[config.mk]
export PLATFORM = sky130hd
export DESIGN_NAME = adc_start_of_conversion_ctrl
export DESIGN_NICKNAME = d
export VERILOG_FILES = /design/src/adc_soc_pkg.sv /design/src/sar_seq_if.sv /design/src/sar_tick_counter.sv /design/src/adc_start_of_conversion_ctrl.sv
export SDC_FILE = /design/constraint.sdc
export NUM_CORES = 1
export LEC_CHECK = 0
export BUFFER_PORTS_ARGS = -buffer_cell sky130_fd_sc_hd__buf_4
export CAP_MARGIN = 5
export CELL_PAD_IN_SITES_DETAIL_PLACEMENT = 1
export CELL_PAD_IN_SITES_GLOBAL_PLACEMENT = 1
export CORE_AREA = 2 2 88 90
export DETAILED_ROUTE_END_ITERATION = 8
export DIE_AREA = 0 0 90 92
export PLACE_DENSITY = 0.91
export SETUP_SLACK_MARGIN = 0.15
export SYNTH_ARGS = -nofsm -noshare
export SYNTH_HDL_FRONTEND = slang
export SYNTH_SLANG_ARGS = --single-unit
export TNS_END_PERCENT = 50
[constraint.sdc]
create_clock -name i_core_clk -period 4.9 [get_ports i_core_clk]
set_input_delay 0.49 -clock i_core_clk [delete_from_list [all_inputs] [get_ports i_core_clk]]
set_output_delay 0.49 -clock i_core_clk [all_outputs]
set_load 0.01 [all_outputs]
[src/adc_soc_pkg.sv]
package adc_soc_pkg;

   // -----------------------------------------------------------------
   // Register map
   // -----------------------------------------------------------------
   localparam logic [7:0] CTRL_OFFSET = 8'h00;
   localparam logic [7:0] STATUS_OFFSET = 8'h04;
   localparam logic [7:0] MASK_OFFSET = 8'h08;
   localparam logic [7:0] INFO_OFFSET = 8'h0c;

   // Control register fields.
   localparam int SRC_LSB = 0;
   localparam int SRC_MSB = 2;
   localparam int TRACK_MODE_BIT = 3;
   localparam int BUSY_BIT = 4;

   // Status and mask register fields.
   localparam int DONE_BIT = 0;
   localparam int WIN_BIT = 1;

   // Reset values.
   localparam logic [2:0] SRC_RESET = 3'h0;
   localparam logic TRACK_MODE_RESET = 1'b0;
   localparam logic [1:0] MASK_RESET = 2'h0;

   // -----------------------------------------------------------------
   // Start source codes
   // -----------------------------------------------------------------
   localparam logic [2:0] SRC_SOFTWARE = 3'h0;
   localparam logic [2:0] SRC_TIMER0 = 3'h1;
   localparam logic [2:0] SRC_TIMER2 = 3'h2;
   localparam logic [2:0] SRC_TIMER1 = 3'h3;
   localparam logic [2:0] SRC_EXT_PIN = 3'h4;
   localparam logic [2:0] SRC_TIMER3 = 3'h5;

   // -----------------------------------------------------------------
   // Timing
   // -----------------------------------------------------------------
   localparam int CORE_CLK_PERIOD_NS = 50;
   localparam int SAR_CLK_PERIOD_NS = 100;
   localparam int SAR_DIV_INT = (SAR_CLK_PERIOD_NS + CORE_CLK_PERIOD_NS - 1) / CORE_CLK_PERIOD_NS;
   localparam logic [7:0] SAR_DIV = SAR_DIV_INT[7:0];
   localparam logic [7:0] TRACK_SAR_CLOCKS = 8'h03;
   localparam logic [7:0] CONV_SAR_CLOCKS = 8'h0b;

   typedef enum {SEQ_IDLE, SEQ_TRACK, SEQ_CONVERT} seq_state_e;

endpackage

[src/sar_seq_if.sv]
`timescale 1ns/1ps
`default_nettype none

// Load and finish handshake between the sequencer and the SAR clock counter.
interface sar_seq_if;
   logic start;
   logic [7:0] count;
   logic done;
   modport ctrl (output start, output count, input done);
   modport counter (input start, input count, output done);
endinterface

`default_nettype wire

[src/sar_tick_counter.sv]
`timescale 1ns/1ps
`default_nettype none

// Derives the SAR clock enable from the core clock and counts a loaded
// number of SAR clocks, pulsing done on the last one.
module sar_tick_counter
   import adc_soc_pkg::*;
(
   input wire logic i_core_clk,
   input wire logic i_sys_rst,
   sar_seq_if.counter seq
);

   logic [7:0] div_r;
   logic [7:0] div_nxt;
   logic [7:0] left_r;
   logic [7:0] left_nxt;
   logic tick;

   // -----------------------------------------------------------------
   // Divider and down counter
   // -----------------------------------------------------------------

   // The divider restarts on each load so every period is a whole SAR clock.
   always_comb begin
      tick = (div_r == SAR_DIV - 8'h01) && (left_r != 8'h00);
      div_nxt = div_r;
      left_nxt = left_r;
      seq.done = tick && (left_r == 8'h01);
      if (seq.start) begin
         div_nxt = 8'h00;
         left_nxt = seq.count;
      end else if (left_r != 8'h00) begin
         if (tick) begin
            div_nxt = 8'h00;
            left_nxt = left_r - 8'h01;
         end else begin
            div_nxt = div_r + 8'h01;
         end
      end
   end

   // Registers only.
   always_ff @(posedge i_core_clk) begin
      if (i_sys_rst) begin
         div_r <= 8'h00;
         left_r <= 8'h00;
      end else begin
         div_r <= div_nxt;
         left_r <= left_nxt;
      end
   end

endmodule

`default_nettype wire

[src/adc_start_of_conversion_ctrl.sv]
`timescale 1ns/1ps
`default_nettype none

module adc_start_of_conversion_ctrl
   import adc_soc_pkg::*;
(
   input wire logic i_core_clk,
   input wire logic i_sys_rst,
   input wire logic i_psel,
   input wire logic i_penable,
   input wire logic i_pwrite,
   input wire logic [7:0] i_paddr,
   input wire logic [31:0] i_pwdata,
   output logic [31:0] o_prdata,
   output logic o_pready,
   output logic o_pslverr,
   input wire logic i_timer0_ovf,
   input wire logic i_timer1_ovf,
   input wire logic i_timer2_ovf,
   input wire logic i_timer3_ovf,
   input wire logic i_window_match,
   input wire logic i_ext_convert_start_pin,
   output logic o_conv_in_progress,
   output logic o_tracking,
   output logic o_converting,
   output logic o_irq
);

   sar_seq_if seq ();

   logic [2:0] src_r;
   logic [2:0] src_nxt;
   logic track_mode_r;
   logic track_mode_nxt;
   logic [1:0] status_r;
   logic [1:0] status_nxt;
   logic [1:0] mask_r;
   logic [1:0] mask_nxt;
   logic [31:0] prdata_r;
   logic [31:0] prdata_nxt;
   logic pin_meta_r;
   logic pin_sync_r;
   logic pin_prev_r;
   seq_state_e state_r;
   seq_state_e state_nxt;
   logic tracking_r;
   logic tracking_nxt;
   logic converting_r;
   logic converting_nxt;
   logic busy_r;
   logic busy_nxt;
   logic wr_access;
   logic setup;
   logic mapped;
   logic sw_start;
   logic trigger;
   logic pin_rise;
   logic busy_fall;

   // -----------------------------------------------------------------
   // APB decode
   // -----------------------------------------------------------------

   // Zero wait states; unmapped addresses answer with an error.
   always_comb begin
      setup = i_psel && !i_penable;
      wr_access = i_psel && i_penable && i_pwrite;
      mapped = (i_paddr == CTRL_OFFSET) || (i_paddr == STATUS_OFFSET) ||
               (i_paddr == MASK_OFFSET) || (i_paddr == INFO_OFFSET);
      o_pready = 1'b1;
      o_pslverr = i_psel && i_penable && !mapped;
      o_prdata = prdata_r;
   end

   // Read data is captured in the setup cycle so it comes from a flop.
   always_comb begin
      prdata_nxt = prdata_r;
      if (setup && !i_pwrite) begin
         prdata_nxt = 32'h0000_0000;
         case (i_paddr)
            CTRL_OFFSET: begin
               prdata_nxt[SRC_MSB:SRC_LSB] = src_r;
               prdata_nxt[TRACK_MODE_BIT] = track_mode_r;
               prdata_nxt[BUSY_BIT] = busy_r;
            end
            STATUS_OFFSET: begin
               prdata_nxt[WIN_BIT:DONE_BIT] = status_r;
            end
            MASK_OFFSET: begin
               prdata_nxt[WIN_BIT:DONE_BIT] = mask_r;
            end
            INFO_OFFSET: begin
               prdata_nxt[7:0] = CONV_SAR_CLOCKS;
               prdata_nxt[15:8] = TRACK_SAR_CLOCKS;
            end
            default: begin
               prdata_nxt = 32'h0000_0000;
            end
         endcase
      end
   end

   // -----------------------------------------------------------------
   // Control, status and mask registers
   // -----------------------------------------------------------------

   // Status bits are write-one-to-clear; a new event in the same cycle wins.
   always_comb begin
      src_nxt = src_r;
      track_mode_nxt = track_mode_r;
      mask_nxt = mask_r;
      status_nxt = status_r;
      sw_start = 1'b0;
      if (wr_access && (i_paddr == CTRL_OFFSET)) begin
         src_nxt = i_pwdata[SRC_MSB:SRC_LSB];
         track_mode_nxt = i_pwdata[TRACK_MODE_BIT];
         sw_start = i_pwdata[BUSY_BIT] && (src_r == SRC_SOFTWARE);
      end
      if (wr_access && (i_paddr == MASK_OFFSET)) begin
         mask_nxt = i_pwdata[WIN_BIT:DONE_BIT];
      end
      if (wr_access && (i_paddr == STATUS_OFFSET)) begin
         status_nxt = status_r & ~i_pwdata[WIN_BIT:DONE_BIT];
      end
      if (i_window_match) begin
         status_nxt[WIN_BIT] = 1'b1;
      end
      if (busy_fall) begin
         status_nxt[DONE_BIT] = 1'b1;
      end
   end

   // Registers only.
   always_ff @(posedge i_core_clk) begin
      if (i_sys_rst) begin
         src_r <= SRC_RESET;
         track_mode_r <= TRACK_MODE_RESET;
         mask_r <= MASK_RESET;
         status_r <= 2'h0;
         prdata_r <= 32'h0000_0000;
      end else begin
         src_r <= src_nxt;
         track_mode_r <= track_mode_nxt;
         mask_r <= mask_nxt;
         status_r <= status_nxt;
         prdata_r <= prdata_nxt;
      end
   end

   // Level interrupt while any unmasked status bit is set.
   always_comb begin
      o_irq = |(status_r & mask_r);
   end

   // -----------------------------------------------------------------
   // Pin synchroniser
   // -----------------------------------------------------------------

   // Two flops before any logic; the third only feeds the edge detector.
   always_ff @(posedge i_core_clk) begin
      if (i_sys_rst) begin
         pin_meta_r <= 1'b1;
         pin_sync_r <= 1'b1;
         pin_prev_r <= 1'b1;
      end else begin
         pin_meta_r <= i_ext_convert_start_pin;
         pin_sync_r <= pin_meta_r;
         pin_prev_r <= pin_sync_r;
      end
   end

   // -----------------------------------------------------------------
   // Trigger selection
   // -----------------------------------------------------------------

   // Timer overflows are single-cycle pulses from logic on this clock.
   always_comb begin
      pin_rise = pin_sync_r && !pin_prev_r;
      case (src_r)
         SRC_SOFTWARE: trigger = sw_start;
         SRC_TIMER0: trigger = i_timer0_ovf;
         // Timer 2, Timer 1 and pin codes
         SRC_TIMER2: trigger = i_timer2_ovf;
         SRC_TIMER1: trigger = i_timer1_ovf;
         SRC_EXT_PIN: trigger = pin_rise;
         SRC_TIMER3: trigger = i_timer3_ovf;
         default: trigger = 1'b0;
      endcase
   end

   // -----------------------------------------------------------------
   // Conversion sequencer
   // -----------------------------------------------------------------

   // The pin source always converts on the edge: its tracking was the low phase.
   always_comb begin
      state_nxt = state_r;
      seq.start = 1'b0;
      seq.count = CONV_SAR_CLOCKS;
      busy_fall = 1'b0;
      case (state_r)
         SEQ_IDLE: begin
            if (trigger) begin
               seq.start = 1'b1;
               if (track_mode_r && (src_r != SRC_EXT_PIN)) begin
                  // Timer 0 then 3 SAR clocks
                  // Timer 2 then 3 SAR clocks
                  // Timer 3 then 3 SAR clocks
                  seq.count = TRACK_SAR_CLOCKS;
                  state_nxt = SEQ_TRACK;
               end else begin
                  state_nxt = SEQ_CONVERT;
               end
            end
         end
         SEQ_TRACK: begin
            // Tracking done, conversion follows at once.
            if (seq.done) begin
               seq.start = 1'b1;
               state_nxt = SEQ_CONVERT;
            end
         end
         SEQ_CONVERT: begin
            if (seq.done) begin
               busy_fall = 1'b1;
               state_nxt = SEQ_IDLE;
            end
         end
         default: begin
            state_nxt = SEQ_IDLE;
         end
      endcase
   end

   // Output levels follow the next state so they line up with busy.
   always_comb begin
      busy_nxt = (state_nxt != SEQ_IDLE);
      converting_nxt = (state_nxt == SEQ_CONVERT);
      tracking_nxt = (state_nxt == SEQ_TRACK) ||
                     ((state_nxt == SEQ_IDLE) && (src_nxt == SRC_EXT_PIN) && !pin_sync_r);
   end

   // Registers only.
   always_ff @(posedge i_core_clk) begin
      if (i_sys_rst) begin
         state_r <= SEQ_IDLE;
         busy_r <= 1'b0;
         tracking_r <= 1'b0;
         converting_r <= 1'b0;
      end else begin
         state_r <= state_nxt;
         busy_r <= busy_nxt;
         tracking_r <= tracking_nxt;
         converting_r <= converting_nxt;
      end
   end

   always_comb begin
      o_conv_in_progress = busy_r;
      o_tracking = tracking_r;
      o_converting = converting_r;
   end

   // Divider and SAR clock counter.
   sar_tick_counter u_counter (
      .i_core_clk(i_core_clk),
      .i_sys_rst(i_sys_rst),
      .seq(seq.counter)
   );

endmodule

`default_nettype wire

## Yosys cells after proc, flatten, opt, wreduce, memory -nomap -nowiden

Cells that the tools add are included.

| word-level totals | value |
|---|---|
| flip-flop bits (word level) | 78 |
| latch bits | 0 |
| memory bits (writable) | 0 |
| ROM bits | 0 |
| input port bits | 51 |
| output and inout port bits | 38 |
| logic and storage cells | 98 |
| memories | 0 |

| operators by class | value |
|---|---|
| $add $sub $neg | 2 |
| multiply operators | 0 |
| divide/modulo/power cells | 0 |
| $lt $le $gt $ge | 0 |
| equal/unequal tests | 16 |
| shift-type cells | 0 |
| multiplexer cells | 25 |
| bitwise operators | 3 |
| reductions and logical operators | 37 |

Operators with widths:

| kind | number |
|---|---|
| $mux 32 | 3 |
| $pmux 32 s3 | 1 |
| $eq 32x2->1 const B | 2 |
| $logic_not 32->1 | 2 |
| $eq 32x1->1 const B | 1 |
| $eq 32x3->1 const B | 1 |
| $mux 8 | 4 |
| $reduce_bool 32->1 | 1 |
| $eq 8x1->1 const B | 2 |
| $eq 8x4->1 const B | 2 |
| $logic_and 1x1->1 | 15 |
| $mux 4 | 3 |
| $eq 3x3->1 const B | 3 |
| $add 8x1->8 const B | 1 |
| $eq 8x3->1 const B | 1 |
| $logic_not 8->1 | 1 |
| $pmux 2 s4 | 1 |
| $reduce_bool 2->1 | 4 |
| $reduce_bool 8->1 | 1 |
| $sub 8x1->8 const B | 1 |
| $eq 3x2->1 const B | 2 |
| $mux 1 | 6 |
| $pmux 1 s6 | 1 |
| $pmux 3 s2 | 1 |
| other kinds (13) | 23 |

## Depth between registers and ports, before layout

| depth | value |
|---|---|
| depth after elaboration | 11 |
| mapped depth | 9 |
| depth with buffers taken out | 7 |

## Cells and area by module

A second synthesis with hierarchy kept.

| unflattened totals | value |
|---|---|
| cell total of the unflattened synthesis | 297 |
| area total of the unflattened synthesis | 2931.6 sq um |

By module, submodules not included:

| module | instances | cells each | area each (sq um) | sequential area each (sq um) |
|---|---|---|---|---|
| adc_start_of_conversion_ctrl | 1 | 190 | 1995.7 | 1041.0 |
| sar_tick_counter | 1 | 107 | 935.9 | 320.3 |

## Least setup slack after synthesis

OpenSTA, ideal clock, no wires.

| path | value |
|---|---|
| path kind | register to register |
| from | register u_counter.left_r[2] |
| to | register u_counter.div_r[6] |
| library setup time | 73 ps |
| data arrival time | 2066 ps |
| required time | 4827 ps |
| setup slack | 2761 ps |
| stages on the path, launching flop included | 7 |
| path buffers | 1 |
| clock period less this slack | 2139 ps |
| cells stage by stage | dfxtp_1 -> or4_4 -> or4b_4 -> and2_4 -> or2_0 -> buf_6 -> nor3_2 |

| on the way | value |
|---|---|
| word-level cells in the longest chain between the ends | 6 |
| elaborated cells on any way between the ends | 8 |
| classes of those cells | eq/ne: 1; mux: 3; reduce/logical: 4 |

RTL lines:

| element | line | RTL |
|---|---|---|
| start, declared | sar_tick_counter.sv:16 | `logic [7:0] left_r;` |
| start signal, assigned | sar_tick_counter.sv:50 | `left_r <= left_nxt;` |
| $reduce_bool 8->1 | sar_tick_counter.sv:26, sar_tick_counter.sv:33 |  |
| $logic_and 1x1->1 | sar_tick_counter.sv:26 | `tick = (div_r == SAR_DIV - 8'h01) && (left_r != 8'h00);` |
| $logic_and 1x1->1 | sar_tick_counter.sv:29 | `seq.done = tick && (left_r == 8'h01);` |
| $mux 1 | adc_start_of_conversion_ctrl.sv:218 | `if (seq.done) begin` |
| $pmux 1 s2 | adc_start_of_conversion_ctrl.sv:201 | `case (state_r)` |
| $reduce_or 2->1 (no line) | n/a |  |
| end signal, assigned | sar_tick_counter.sv:49 | `div_r <= div_nxt;` |
| end, declared | sar_tick_counter.sv:14 | `logic [7:0] div_r;` |

Several ways; a longest one is shown, not always the timed one.
A chain may end at the register's enable or synchronous reset.

## Worst setup path after layout

| path | value |
|---|---|
| from | register u_counter.left_r[2] |
| to | register u_counter.div_r[5] |

Same word-level chain as after synthesis.

==> run_results.csv <==
group,metric,value,unit
floorplan,ios,89,
logic_synthesis,synthFlopType,"dfxtp_1",
route,postRouteAntennaNets,0,
cts,cts_sinks,68,
sta,tns,0,ps
cts,postCtsHoldBufs,0,
setup_path,path_max_fanout,13,
cts,cts-resized-gates,0,
cells_and_area,drive_above_1_share,18.2,%
cts,clk_pin_slew,70,ps
setup_path,required,5170,ps
sta,slew_headroom,42.3,%
sta,period_share,50.6,%
logic_synthesis,synth_edf_count,0,
setup_path,endpoint_kind,"flip-flop",
setup_path,crit_type,"reg2reg",
cells_and_area,fin_nets,419,
logic_synthesis,syn_area,2860,um^2
route,post_drt_wl_per_cell,13.6,um
power,power_leakage,1.39,nW
sta,setup_viol,0,
cells_and_area,layout_commonest_cell,"dfxtp_1",
sta,worstMarginPinSlew,854,ps
route,routed_wl,6410,um
route,drc,0,
sta,final.min_clock_period,2480,ps
cells_and_area,fillers,908,
cts,numCtsBuffers,9,
setup_path,rrSetupSlack,2420,ps
global_routing,grt.total_usage,16.2,%
setup_path,crit_end,"u_counter.div_r[5]",
cts,post_cts_buffers,0,
global_routing,antenna_found_initial,0,
logic_synthesis,async_flop_share,0,%
sta,finalClockSkew,8.62,ps
placement,routabilityCongestion,0.794,
run_status,outcome,"completed",
cells_and_area,area_delta_synth_final,19.7,%
placement,detailed_place_hpwl,4650,um
setup_path,rr_startpoint,"u_counter.left_r[2]",
sta,hold_viol,0,
floorplan,core,7450,um^2
logic_synthesis,ys_types,45,
power,vdd_drop_max,0.000158,V
global_routing,grt_use_met2,29.3,%
floorplan,die_h,92,um
cts,h-tree-depth,3,
cells_and_area,final_cell_mix,"dfxtp_1 (68), conb_1 (56), buf_4 (36), nor2_1 (23), nor3_1 (17)",
route,vias,2267,
route,via_per_inst,4.81,
sta,slew_viol_final,0,
floorplan,fp.dieW,90,um
floorplan,num_rows,32,
cells_and_area,postLayoutCoreUtil,45.9,%
cts,cts_tree,"built",
floorplan,dieArea,8280,um^2
hold_path,min-delay-path-class,"in2reg",
logic_synthesis,yosysSeqAreaShare,47.7,%
logic_synthesis,postSynthCellCount,298,
global_routing,grt-ovfl-total,0,
logic_synthesis,ys.warnings.count,0,
global_routing,grt_max_degree,25,
job,maxCapViolCount,0,
global_routing,grt.busiest_layer,"met2",
setup_path,timing.critical_path.from,"u_counter.left_r[2]",
placement,port_buffers,35,
global_routing,grt_pass1_vias,2333,
global_routing,met3_usage,6.08,%
sta,fmax,0.404,GHz
setup_path,start_kind,"flip-flop",
setup_path,r2r-end,"u_counter.div_r[5]",
global_routing,use_met1,17.3,%
floorplan,start_util,38.3,%
cts,ctsLongestPathBuffers,2,
power,power.density,317,nW/um^2
sta,rsz0062_at_grt,"false",
setup_path,worst-r2r-cell-count,5,
global_routing,grt_pass1_wl,10700,um
cts,root_buffer,"clkbuf_8",
route,dr.first_iter.drc_count,120,
logic_synthesis,syn_avg_cell_area,9.58,um^2
cts,clock_latency,340,ps
setup_path,arrival,2750,ps
logic_synthesis,synth_seq_cells,68,
route,drtPass1Iterations,4,
cells_and_area,diodes,0,
worst min-delay path by stage:
stage / from / depth (start not counted) / slack, ps / endpoint
after floorplan: pin_meta_r / 1 / 390 / pin_sync_r
after detailed placement: pin_meta_r / 1 / 400 / pin_sync_r
after global placement: pin_meta_r / 1 / 400 / pin_sync_r
after CTS: i_ext_convert_start_pin / 2 / 320 / pin_meta_r
after global routing: i_ext_convert_start_pin / 2 / 330 / pin_meta_r
final: i_ext_convert_start_pin / 2 / 330 / pin_meta_r
final cells by class:
cell class | instances | area [um^2] | share of cell area (%)
well taps | 102 | 128 | 3.73
multi-input cells | 245 | 1440 | 42.1
clock inverters | 3 | 45.0 | 1.32
repair buffers | 36 | 270 | 7.91
flip-flops and latches | 68 | 1360 | 39.8
clock buffers | 13 | 159 | 4.65
inverters | 4 | 15.0 | 0.439
per-stage QoR:
step | setup WS, ps | instances | instance area (um^2) | hold WS [ps] | power (W)
2_1_floorplan | 2760 | 352 | 3060 | 389 | 0.000625
3_3_place_gp | 2480 | 455 | 3210 | 398 | 0.000629
3_5_place_dp | 2450 | 455 | 3210 | 401 | 0.000632
6_report | 2420 | 471 | 3420 | 334 | 0.00109
4_1_cts | 2420 | 471 | 3420 | 321 | 0.00109
5_1_grt | 2310 | 471 | 3420 | 331 | 0.00113
synth_stat cells (2+ instances only):
| library cell | count | area (um^2) |
|---|---|---|
| a31oi_1 | 2 | 12.5 |
| and3_1 | 3 | 18.8 |
| xor2_1 | 10 | 87.6 |
| mux2i_1 | 9 | 90.1 |
| nand2_1 | 13 | 48.8 |
| nand3_1 | 8 | 40.0 |
| nor4_1 | 12 | 75.1 |
| inv_1 | 4 | 15.0 |
| nor2_1 | 23 | 86.3 |
| clkbuf_1 | 6 | 22.5 |
| nand2b_1 | 3 | 18.8 |
| nor3_1 | 17 | 85.1 |
| a211oi_1 | 5 | 37.5 |
| mux2_2 | 3 | 33.8 |
| nor3b_1 | 4 | 30.0 |
| nor3_2 | 6 | 60.1 |
| o21ai_0 | 6 | 30.0 |
| buf_4 | 27 | 203 |
| ha_1 | 4 | 50.1 |
| nor4b_1 | 5 | 43.8 |
| or3b_2 | 2 | 17.5 |
| o22ai_1 | 2 | 12.5 |
| nand4_1 | 14 | 87.6 |
| or2_2 | 3 | 18.8 |
| a21o_1 | 3 | 22.5 |
| xnor2_1 | 2 | 17.5 |
| a21oi_1 | 13 | 65.1 |
| dfxtp_1 | 68 | 1360 |
| and2_1 | 2 | 12.5 |
| conb_1 | 2 | 7.51 |
| or3_1 | 3 | 18.8 |
registers in the layout (all words and copies together), names as in the netlist:
| register | cells |
|---|---|
| track_mode_r | 1 |
| pin_sync_r | 1 |
| status_r | 2 |
| src_r | 3 |
| u_counter.left_r | 8 |
| o_conv_in_progress | 1 |
| o_tracking | 1 |
| state_r | 32 |
| pin_meta_r | 1 |
| o_converting | 1 |
| mask_r | 2 |
| u_counter.div_r | 8 |
| o_prdata | 6 |
| pin_prev_r | 1 |
power breakdown:
| part | internal (W) | leakage [nW] | switching [W] |
|---|---|---|---|
| Combinational | 0.0000188 | 0.733 | 0.0000294 |
| Clock | 0.000263 | 0.0959 | 0.000201 |
| Sequential | 0.000567 | 0.560 | 0.00000477 |
| Total | 0.000849 | 1.39 | 0.000236 |
kinds of logic (layout without fill, tap and decap cells):
family,count (synthesis),in the layout,synth area share [%]
xor+xnor,12,12,3.68
compound gates,36,36,7.80
flops,68,68,47.7
mux,12,12,4.34
simple gates,125,125,25.5
other cells,2,56,0.263
buf+inv,39,56,8.98
fa+ha+maj,4,4,1.75
routing by layer:
metal	up-vias	share of wire (%)
met5	-	0
met4	0	1.4
met3	7	4.9
met2	53	51
met1	1086	42
li1	1121	-
critical path, cell delays in order (launching register included):
cell and delay, ps:
dfxtp_1 380, or4_4 570, or4b_4 640, and2_4 220, or2_0 380, nor3_2 220
Note: power is estimated with default switching activity, not from simulation.
